<file path="config.mk">
export PLATFORM = sky130hd
export DESIGN_NAME = dacw_master
export DESIGN_NICKNAME = d
export VERILOG_FILES = /design/src/dacw_pkg.sv /design/src/dacw_master.sv
export VERILOG_INCLUDE_DIRS = /design/src /design/src/src
export SDC_FILE = /design/constraint.sdc
export NUM_CORES = 1
export LEC_CHECK = 0
export BUFFER_PORTS_ARGS = -buffer_cell sky130_fd_sc_hd__buf_2
export CAP_MARGIN = 30
export CELL_PAD_IN_SITES_DETAIL_PLACEMENT = 1
export CELL_PAD_IN_SITES_GLOBAL_PLACEMENT = 2
export CORE_UTILIZATION = 32
export CTS_BUF_LIST = sky130_fd_sc_hd__clkbuf_4
export CTS_CLUSTER_SIZE = 14
export DETAILED_ROUTE_END_ITERATION = 10
export PLACE_DENSITY = 0.89
export SLEW_MARGIN = 20
export SYNTH_ARGS = -nofsm -noshare
export SYNTH_HDL_FRONTEND = slang
export SYNTH_SLANG_ARGS = --single-unit
</file>
<file path="constraint.sdc">
create_clock -name mclk -period 2.3 [get_ports mclk]
set_input_delay 0 -clock mclk [delete_from_list [all_inputs] [get_ports mclk]]
set_output_delay 0 -clock mclk [all_outputs]
set_load 0.02 [all_outputs]
</file>
<file path="src/dacw_cfg.svh">
`ifndef DACW_CFG_SVH
`define DACW_CFG_SVH

// Timing base.
`define DACW_CLK_NS 100
`define DACW_SCL_NS 10000
`define DACW_QTR_CYC ((`DACW_SCL_NS) / (4 * `DACW_CLK_NS))
`define DACW_WAKE_NS 2500
`define DACW_WAKE_CYC ((`DACW_WAKE_NS + `DACW_CLK_NS - 1) / `DACW_CLK_NS)

// Addressing. The device prefix value is arbitrary.
`define DACW_DEV_PREFIX 6'h2B
`define DACW_BCAST_ADDR 8'h90
`define DACW_WRITE_BIT 1'h0

// Control/high byte field positions.
`define DACW_HI_MODE_MSB 5
`define DACW_HI_MODE_LSB 4
`define DACW_HI_CODE_MSB 3

// Reset values of the device shadow.
`define DACW_CODE_RST 12'h000
`define DACW_MODE_NORMAL 2'h0

`endif

</file>
<file path="src/dacw_pkg.sv">
package dacw_pkg;

	typedef struct packed {
		logic bcast;
		logic dev_sel;
		logic [1:0] pwr_mode;
		logic [11:0] code;
	} dacw_cmd_t;

	typedef struct packed {
		logic [1:0] pwr_mode;
		logic [11:0] code;
	} dacw_shadow_t;

	typedef enum logic [2:0] {
		DACW_IDLE,
		DACW_START,
		DACW_BIT,
		DACW_DECIDE,
		DACW_STOP
	} dacw_state_t;

endpackage : dacw_pkg

</file>
<file path="src/dacw_master.sv">
`timescale 1ns/10ps
`include "dacw_cfg.svh"

module dacw_master
	import dacw_pkg::*;
(
	input wire logic mclk,
	input wire logic reset,
	input wire logic cmd_valid,
	input wire dacw_cmd_t cmd,
	output logic cmd_ready,
	output logic done,
	output logic nack_err,
	output logic busy,
	output dacw_shadow_t shadow,
	output logic out_valid,
	output logic scl_o,
	output logic scl_oe,
	input wire logic sda_i,
	output logic sda_o,
	output logic sda_oe
);

	dacw_state_t state_q;
	logic [1:0] ph_q;
	logic [4:0] tick_q;
	logic [3:0] bitn_q;
	logic [1:0] byte_q;
	logic [7:0] shift_q;
	dacw_cmd_t cur_q;
	logic ack_q;
	logic sda_m_q;
	logic sda_s_q;
	logic [4:0] wake_q;
	logic tick_end;
	logic pair_done;

	assign tick_end = (tick_q == 5'h00);
	assign pair_done = (state_q == DACW_BIT) && tick_end && (ph_q == 2'h3)
		&& (bitn_q == 4'h8) && (byte_q == 2'h2) && ack_q;

	function automatic logic [7:0] addr_byte(input dacw_cmd_t c);
		return c.bcast ? `DACW_BCAST_ADDR
			: {`DACW_DEV_PREFIX, c.dev_sel, `DACW_WRITE_BIT};
	endfunction : addr_byte

	function automatic logic [7:0] hi_byte(input dacw_cmd_t c);
		return {2'h0, c.pwr_mode, c.code[11:8]};
	endfunction : hi_byte

	// The data line comes straight off the bus, so it is resynchronised first.
	always_ff @(posedge mclk)
	begin
		if (reset)
		begin
			sda_m_q <= 1'h1;
			sda_s_q <= 1'h1;
		end
		else
		begin
			sda_m_q <= sda_i;
			sda_s_q <= sda_m_q;
		end
	end

	// Quarter-period timer; every bus phase lasts one quarter of the SCL period.
	always_ff @(posedge mclk)
	begin
		tick_q <= (reset || state_q == DACW_IDLE || state_q == DACW_DECIDE || tick_end)
			? 5'(`DACW_QTR_CYC - 1) : tick_q - 5'h01;
	end

	always_ff @(posedge mclk)
	begin
		if (reset)
		begin
			state_q <= DACW_IDLE;
			ph_q <= 2'h0;
			bitn_q <= 4'h0;
			byte_q <= 2'h0;
			shift_q <= 8'h00;
			cur_q <= '0;
			ack_q <= 1'h0;
			cmd_ready <= 1'h1;
			done <= 1'h0;
			nack_err <= 1'h0;
		end
		else
		begin
			done <= 1'h0;
			nack_err <= 1'h0;
			case (state_q)
				DACW_IDLE:
				begin
					if (cmd_valid && cmd_ready)
					begin
						cur_q <= cmd;
						shift_q <= addr_byte(cmd);
						byte_q <= 2'h0;
						ph_q <= 2'h0;
						cmd_ready <= 1'h0;
						state_q <= DACW_START;
					end
				end
				DACW_START:
				begin
					if (tick_end)
					begin
						ph_q <= ph_q + 2'h1;
						if (ph_q == 2'h3)
						begin
							bitn_q <= 4'h0;
							state_q <= DACW_BIT;
						end
					end
				end
				DACW_BIT:
				begin
					if (tick_end)
					begin
						ph_q <= ph_q + 2'h1;
						ack_q <= (ph_q == 2'h2 && bitn_q == 4'h8) ? ~sda_s_q : ack_q;
						if (ph_q == 2'h3 && bitn_q != 4'h8)
						begin
							shift_q <= {shift_q[6:0], 1'h0};
							bitn_q <= bitn_q + 4'h1;
						end
						else if (ph_q == 2'h3)
						begin
							bitn_q <= 4'h0;
							if (!ack_q)
							begin
								nack_err <= 1'h1;
								state_q <= DACW_STOP;
							end
							else if (byte_q == 2'h2)
							begin
								done <= 1'h1;
								cmd_ready <= 1'h1;
								state_q <= DACW_DECIDE;
							end
							else if (byte_q == 2'h1)
							begin
								shift_q <= cur_q.code[7:0];
								byte_q <= 2'h2;
							end
							else
							begin
								shift_q <= hi_byte(cur_q);
								byte_q <= 2'h1;
							end
						end
					end
				end
				DACW_DECIDE:
				begin
					cmd_ready <= 1'h0;
					ph_q <= 2'h0;
					if (cmd_valid && cmd.bcast == cur_q.bcast && cmd.dev_sel == cur_q.dev_sel)
					begin
						cur_q <= cmd;
						shift_q <= hi_byte(cmd);
						byte_q <= 2'h1;
						state_q <= DACW_BIT;
					end
					else if (cmd_valid)
					begin
						cur_q <= cmd;
						shift_q <= addr_byte(cmd);
						byte_q <= 2'h0;
						state_q <= DACW_START;
					end
					else
					begin
						state_q <= DACW_STOP;
					end
				end
				DACW_STOP:
				begin
					if (tick_end)
					begin
						ph_q <= ph_q + 2'h1;
						if (ph_q == 2'h3)
						begin
							cmd_ready <= 1'h1;
							state_q <= DACW_IDLE;
						end
					end
				end
				default:
				begin
					state_q <= DACW_IDLE;
				end
			endcase
		end
	end

	// Pin drivers. Both lines are open drain: enable means pull low.
	always_ff @(posedge mclk)
	begin
		scl_o <= 1'h0;
		sda_o <= 1'h0;
		if (reset)
		begin
			scl_oe <= 1'h0;
			sda_oe <= 1'h0;
		end
		else
		begin
			case (state_q)
				DACW_START:
				begin
					// A repeated start arrives with the clock low, so data is
					// released before the clock rises.
					scl_oe <= (ph_q == 2'h0) ? scl_oe : (ph_q == 2'h3);
					sda_oe <= (ph_q >= 2'h2);
				end
				DACW_BIT:
				begin
					scl_oe <= (ph_q == 2'h0) || (ph_q == 2'h3);
					if (ph_q == 2'h0)
					begin
						sda_oe <= (bitn_q == 4'h8) ? 1'h0 : ~shift_q[7];
					end
				end
				DACW_STOP:
				begin
					scl_oe <= (ph_q == 2'h0);
					sda_oe <= (ph_q <= 2'h1);
				end
				default:
				begin
					scl_oe <= (state_q == DACW_IDLE) ? 1'h0 : scl_oe;
					sda_oe <= (state_q == DACW_IDLE) ? 1'h0 : sda_oe;
				end
			endcase
		end
	end

	// Shadow of what the converter holds, and its wake-up wait.
	always_ff @(posedge mclk)
	begin
		if (reset)
		begin
			shadow <= {`DACW_MODE_NORMAL, `DACW_CODE_RST};
			wake_q <= 5'h00;
			out_valid <= 1'h1;
			busy <= 1'h0;
		end
		else
		begin
			busy <= (state_q != DACW_IDLE);
			if (pair_done)
			begin
				shadow <= {cur_q.pwr_mode, cur_q.code};
				if (cur_q.pwr_mode == `DACW_MODE_NORMAL && shadow.pwr_mode != `DACW_MODE_NORMAL)
				begin
					wake_q <= 5'(`DACW_WAKE_CYC);
					out_valid <= 1'h0;
				end
				else
				begin
					out_valid <= (cur_q.pwr_mode == `DACW_MODE_NORMAL) && (wake_q == 5'h00);
				end
			end
			else if (wake_q != 5'h00)
			begin
				wake_q <= wake_q - 5'h01;
				out_valid <= (wake_q == 5'h01);
			end
		end
	end

endmodule : dacw_master

</file>
; After elaboration in Yosys (flattened, before gate mapping)
; Cells that the tools add are included.
[word_totals]
inputBits = 20
ff_bits = 69
out_inout_bits = 23
elab_cells = 181
[classes]
order_cmp = 2
n_bitwise = 6
n_eq_ne = 33
n_mux = 68
n_reduce_logical = 45
addsub = 4
[ops]
columns = op, count
row1 = 2-to-1 mux 8 bit, 9
row2 = 2-to-1 mux 16 bit, 3
row3 = 2-to-1 mux 3 bit, 12
row4 = case mux 16 bit (2 select lines), 1
row5 = case mux 8 bit (3 select lines), 1
row6 = 2-to-1 mux 2 bit, 10
row7 = inequality test 2 bit (second input constant), 10
row8 = AND reduction 9 bit, 2
row9 = 2-to-1 mux 1 bit, 17
row10 = 2-to-1 mux 4 bit, 4
row11 = 2-to-1 mux 5 bit, 3
row12 = case mux 3 bit (5 select lines), 1
row13 = logical AND 1 bit, 12
row14 = case mux 2 bit (3 select lines), 2
row15 = AND reduction 3 bit, 4
row16 = zero test 5 bit, 2
row17 = inequality test 2 x 1 -> 1 bit (second input constant), 5
row18 = subtractor 5 x 1 -> 5 bit (second input constant), 2
row19 = inequality test 3 x 2 -> 1 bit (second input constant), 3
row20 = nonzero test 3 bit, 3
row21 = case mux 4 bit (2 select lines), 1
row22 = AND reduction 8 bit, 1
row23 = nonzero test 2 bit, 4
row24 = nonzero test 4 bit, 2
row25 = other kinds (28), 44

; Longest topological paths before layout
[logic_depth]
word_depth = 8
ltp_mapped = 10
depth_no_buf = 7

; Worst setup path after synthesis
; Ideal clock, no wire load.
[synth_path]
path_type = register to register
start = reg ph_q[1]
end = reg wake_q[1]
stages_incl_launch_ff = 8
setup_slack_ns = 0.109
period_less_slack_ns = 2.191
required_ns = 2.183
arrival_ns = 2.073
path_cell_list = dfxtp_1 -> ha_1 -> and3b_2 -> or4b_1 -> buf_2 -> nor4b_4 -> nor2_1 -> a32o_1
[synth_via]
elab_chain_cells = 7
word_cells_on_any_way = 9
classes_between = eq/ne: 2 / mux: 1 / reduce/logical: 6
[synth_lines]
columns = item, line
row1 = from (decl), dacw_master.sv:25  ; logic [1:0] ph_q;
row2 = from (signal assigned), dacw_master.sv:109  ; ph_q <= ph_q + 2'h1;
row3 = from (signal assigned), dacw_master.sv:121  ; ph_q <= ph_q + 2'h1;
row4 = from (signal assigned), dacw_master.sv:182  ; ph_q <= ph_q + 2'h1;
row5 = equality test 2 bit (*), dacw_master.sv:39  ; assign pair_done = (state_q == DACW_BIT) && tick_end && (ph_q == 2'h3)
row6 = logical AND 1 bit (*), dacw_master.sv:39
row7 = logical AND 1 bit (*) (3 in series), dacw_master.sv:40  ; && (bitn_q == 4'h8) && (byte_q == 2'h2) && ack_q;
row8 = inequality test 2 x 1 -> 1 bit (no line) / nonzero test 2 bit (equally long branches), n/a
row9 = AND reduction 2 bit (no line), n/a
row10 = to (signal assigned), dacw_master.sv:258  ; wake_q <= 5'(`DACW_WAKE_CYC);
row11 = to (signal assigned), dacw_master.sv:268  ; wake_q <= wake_q - 5'h01;
row12 = to (decl), dacw_master.sv:34  ; logic [4:0] wake_q;
; Mark *: on every way between the ends. The rest lies on a longest branch, timed or not.
; A chain may end at the register's enable or synchronous reset.

; Final worst setup path
; Ends and elaborated chain as after synthesis.

==> results.py <==
metrics = {
    "outcome": {
        "status": "finished, final reports clean",
    },
    "floorplanning": {
        "placementRows": 37,
        "dieWidth_um": 105,
        "core_mm2": 0.0103,
        "ios": 43,
        "die_area_mm2": 0.0110,
        "fp.dieH_um": 105,
        "start_util": 0.329,
    },
    "layout": {
        "drive_gt1_frac": 0.192,
        "mostFrequentLayoutCells": "69 x dfxtp_1, 55 x nand2_1, 44 x nor2_1",
        "syn2layout_area_growth_pct": 21.9,
        "layout.cells.most_common": "dfxtp_1",
        "finalNetCount": 504,
        "nFillCells": 1279,
        "multiInputGateArea_mm2": 0.00184,
        "seqCellArea_mm2": 0.00138,
    },
    "worst_hold_path": {
        "hold_path_class": "in -> reg",
    },
    "setup_path": {
        "r2r-start": "ph_q[1]",
        "startpoint_type": "register",
        "startpoint": "ph_q[1]",
        "crit_path_max_fanout": 5,
        "crit_end": "wake_q[1]",
        "end_kind": "register",
        "rr_worst_depth": 6,
        "worstPathArrival_ns": 2.49,
        "critPathKind": "reg -> reg",
        "reg2reg_slack_ns": 0.16,
        "worstPathRequired_ns": 2.64,
        "reg2reg_to": "wake_q[1]",
    },
    "placement": {
        "hpwl_mm": 6.89,
        "port_buffers": 40,
        "place_congestion": 0.828,
        "dpl_worst_slack_ns": 0.0732,
    },
    "global_routing": {
        "globalRouteMet1Util": 0.224,
        "met3_usage": 0.0262,
        "antenna_found_initial": 0,
        "grt_util_met2": 0.313,
        "grt-ovfl-total": 0,
        "grt-busiest-layer": "met2",
        "grt_pass1_vias": 3269,
        "grt_pass1_wl_mm": 15.8,
        "grt_start_max_net_pins": 30,
        "grt_usage": 0.180,
    },
    "logic_synthesis": {
        "synthFlopType": "dfxtp_1",
        "synth_top_area_frac": 0.408,
        "synth.largest_area_cell": "dfxtp_1",
        "yosysUniqueCellTypes": 61,
        "ys_async_sr_fraction": 0,
        "synth.area.top_cells": "dfxtp_1 41%, a21oi_1 6.2%, nand2_1 6.1%",
        "synthCells": 409,
        "yosysSeqAreaShare": 0.408,
        "synth_edf_count": 0,
        "synth.avg_cell_area_um2": 8.28,
        "synth_area_mm2": 0.00338,
        "ys_seq_elements": 69,
        "yosysWarnings": 0,
    },
    "detailed_routing": {
        "first_pass_iters": 4,
        "ant_nets": 0,
        "first_iter_violations": 156,
        "drc": 0,
        "num_vias": 3191,
        "wl_per_cell_um": 15.5,
        "via_per_inst": 5.18,
        "routed_wirelength_mm": 9.57,
    },
    "clock_tree": {
        "clk_pin_slew_worst_paths_ns": 0.13,
        "cts_root_buf": "clkbuf_4",
        "cts_tree": "built",
        "cts_setup_buffers": 0,
        "htree_levels": 3,
        "cts_sinks": 69,
        "clkLatencyLatePin_ns": 0.43,
        "clock_path_buffers": 2,
        "cts-buffers-inserted": 9,
    },
    "sta": {
        "fmaxAchievable_mhz": 467,
        "slew_headroom": 0.599,
        "slew_violations": 0,
        "fin_skew_ns": 0.0140,
        "hold_slack_ns": 0.0429,
        "setup_viol": 0,
        "fin_crit_sh": 0.932,
        "fin_tns_setup_ns": 0,
        "tightest_slew_ns": 0.601,
        "rsz0062_at_grt": "no",
        "fin_ws_ns": 0.157,
        "hold_violations": 0,
        "fin_crit_ns": 2.14,
    },
    "pwr": {
        "p_clk_frac": 0.209,
        "seq_power_share": 0.420,
        "switching_power_mw": 1.57,
        "p_per_area_mw_per_mm2": 962,
        "p_int_mw": 2.41,
        "ir_drop_uv": 312,
        "p_leak_nw": 1.72,
        "p_sw_frac": 0.394,
        "pwr-share-comb": 0.371,
    },
    "job": {
        "max-cap-violations": 0,
    },
}
## layout make-up
type,count,area share
Clock inverter,7,0.0179
Clock buffer,9,0.0164
Sequential cell,69,0.335
Tap cell,136,0.0412
Multi-Input combinational cell,300,0.446
Timing Repair Buffer,78,0.129
Inverter,16,0.0146
Antenna cell,1,0.000606
## power by group through the flow
stage	clock [mW]	combinational, mW	sequential, mW
after floorplan	0	1.07	1.63
after global placement	0	1.39	1.68
after detailed placement	0	1.44	1.69
after CTS	0.855	1.47	1.67
after global routing	0.909	1.62	1.70
final	0.832	1.47	1.67
## layer usage
metal | part of all wire | wire length (µm)
met1 | 0.47 | 4510
met2 | 0.49 | 4650
met3 | 0.025 | 241
met4 | 0.017 | 167
met5 | 0 | 0
## critical path, stage by stage, from the launching register on
cell     delay (ns)
dfxtp_1        0.41
ha_1           0.18
and3b_2        0.22
or4b_4         0.50
nor4b_4        0.36
nor2_1         0.12
a32o_1         0.27
## cells in the mapped netlist, drive strengths merged (4+ instances only)
library cell  number
a211oi             5
a21o               4
a21oi             42
a311o              5
a31oi              8
buf                9
clkbuf            16
dfxtp             69
ha                10
inv               16
mux2i             20
nand2             55
nand4              4
nor2              44
nor2b              4
nor3              12
o211ai             4
o21ai             21
or2                5
xor2               4
## registers in the layout, indices dropped and copies added, names as in the netlist, 2 cells and up
register and flops:
tick_q 5, state_q 3, wake_q 5, shift_q 8, shadow 14, ph_q 2, bitn_q 4, byte_q 2
cur_q 16
## worst min-delay path by stage
stage,from,end,cells past startpoint
floorplan,sda_i,sda_m_q,1
global placement,sda_i,sda_m_q,2
detailed placement,sda_i,sda_m_q,2
CTS,reset,cur_q[11],2
global route,reset,cur_q[11],2
finish,reset,cur_q[11],2
## through the flow
step                      power, mW  utilization  std cells  cell area [µm²]
after global routing           4.23        0.401        615             4120
final                          3.97        0.402        616             4130
after detailed placement       3.14        0.370        581             3800
after floorplan                2.70            -        410             3390
after CTS                      3.99        0.401        615             4120
after global placement         3.07        0.370        581             3800
## kinds of logic (layout without fill, tap and decap cells)
logic type      after synthesis  after routing  synth area share
buf+inv                      41            110            0.0503
xor+xnor                      6              6            0.0155
compound gates              107            107             0.198
fa+ha+maj                    10             10            0.0370
mux                          22             22            0.0658
simple gates                153            153             0.224
flops                        69             69             0.408
other cells                   1              3           0.00111
## timing repair
item | 4_1_cts | 5_1_grt
gates resized for setup | 0 | 2
hold endpoints to repair | 24 | 0
hold buffers | 18 | 0
endpoints found under the setup margin | 0 | 7
(Power assumes the default switching activity.)
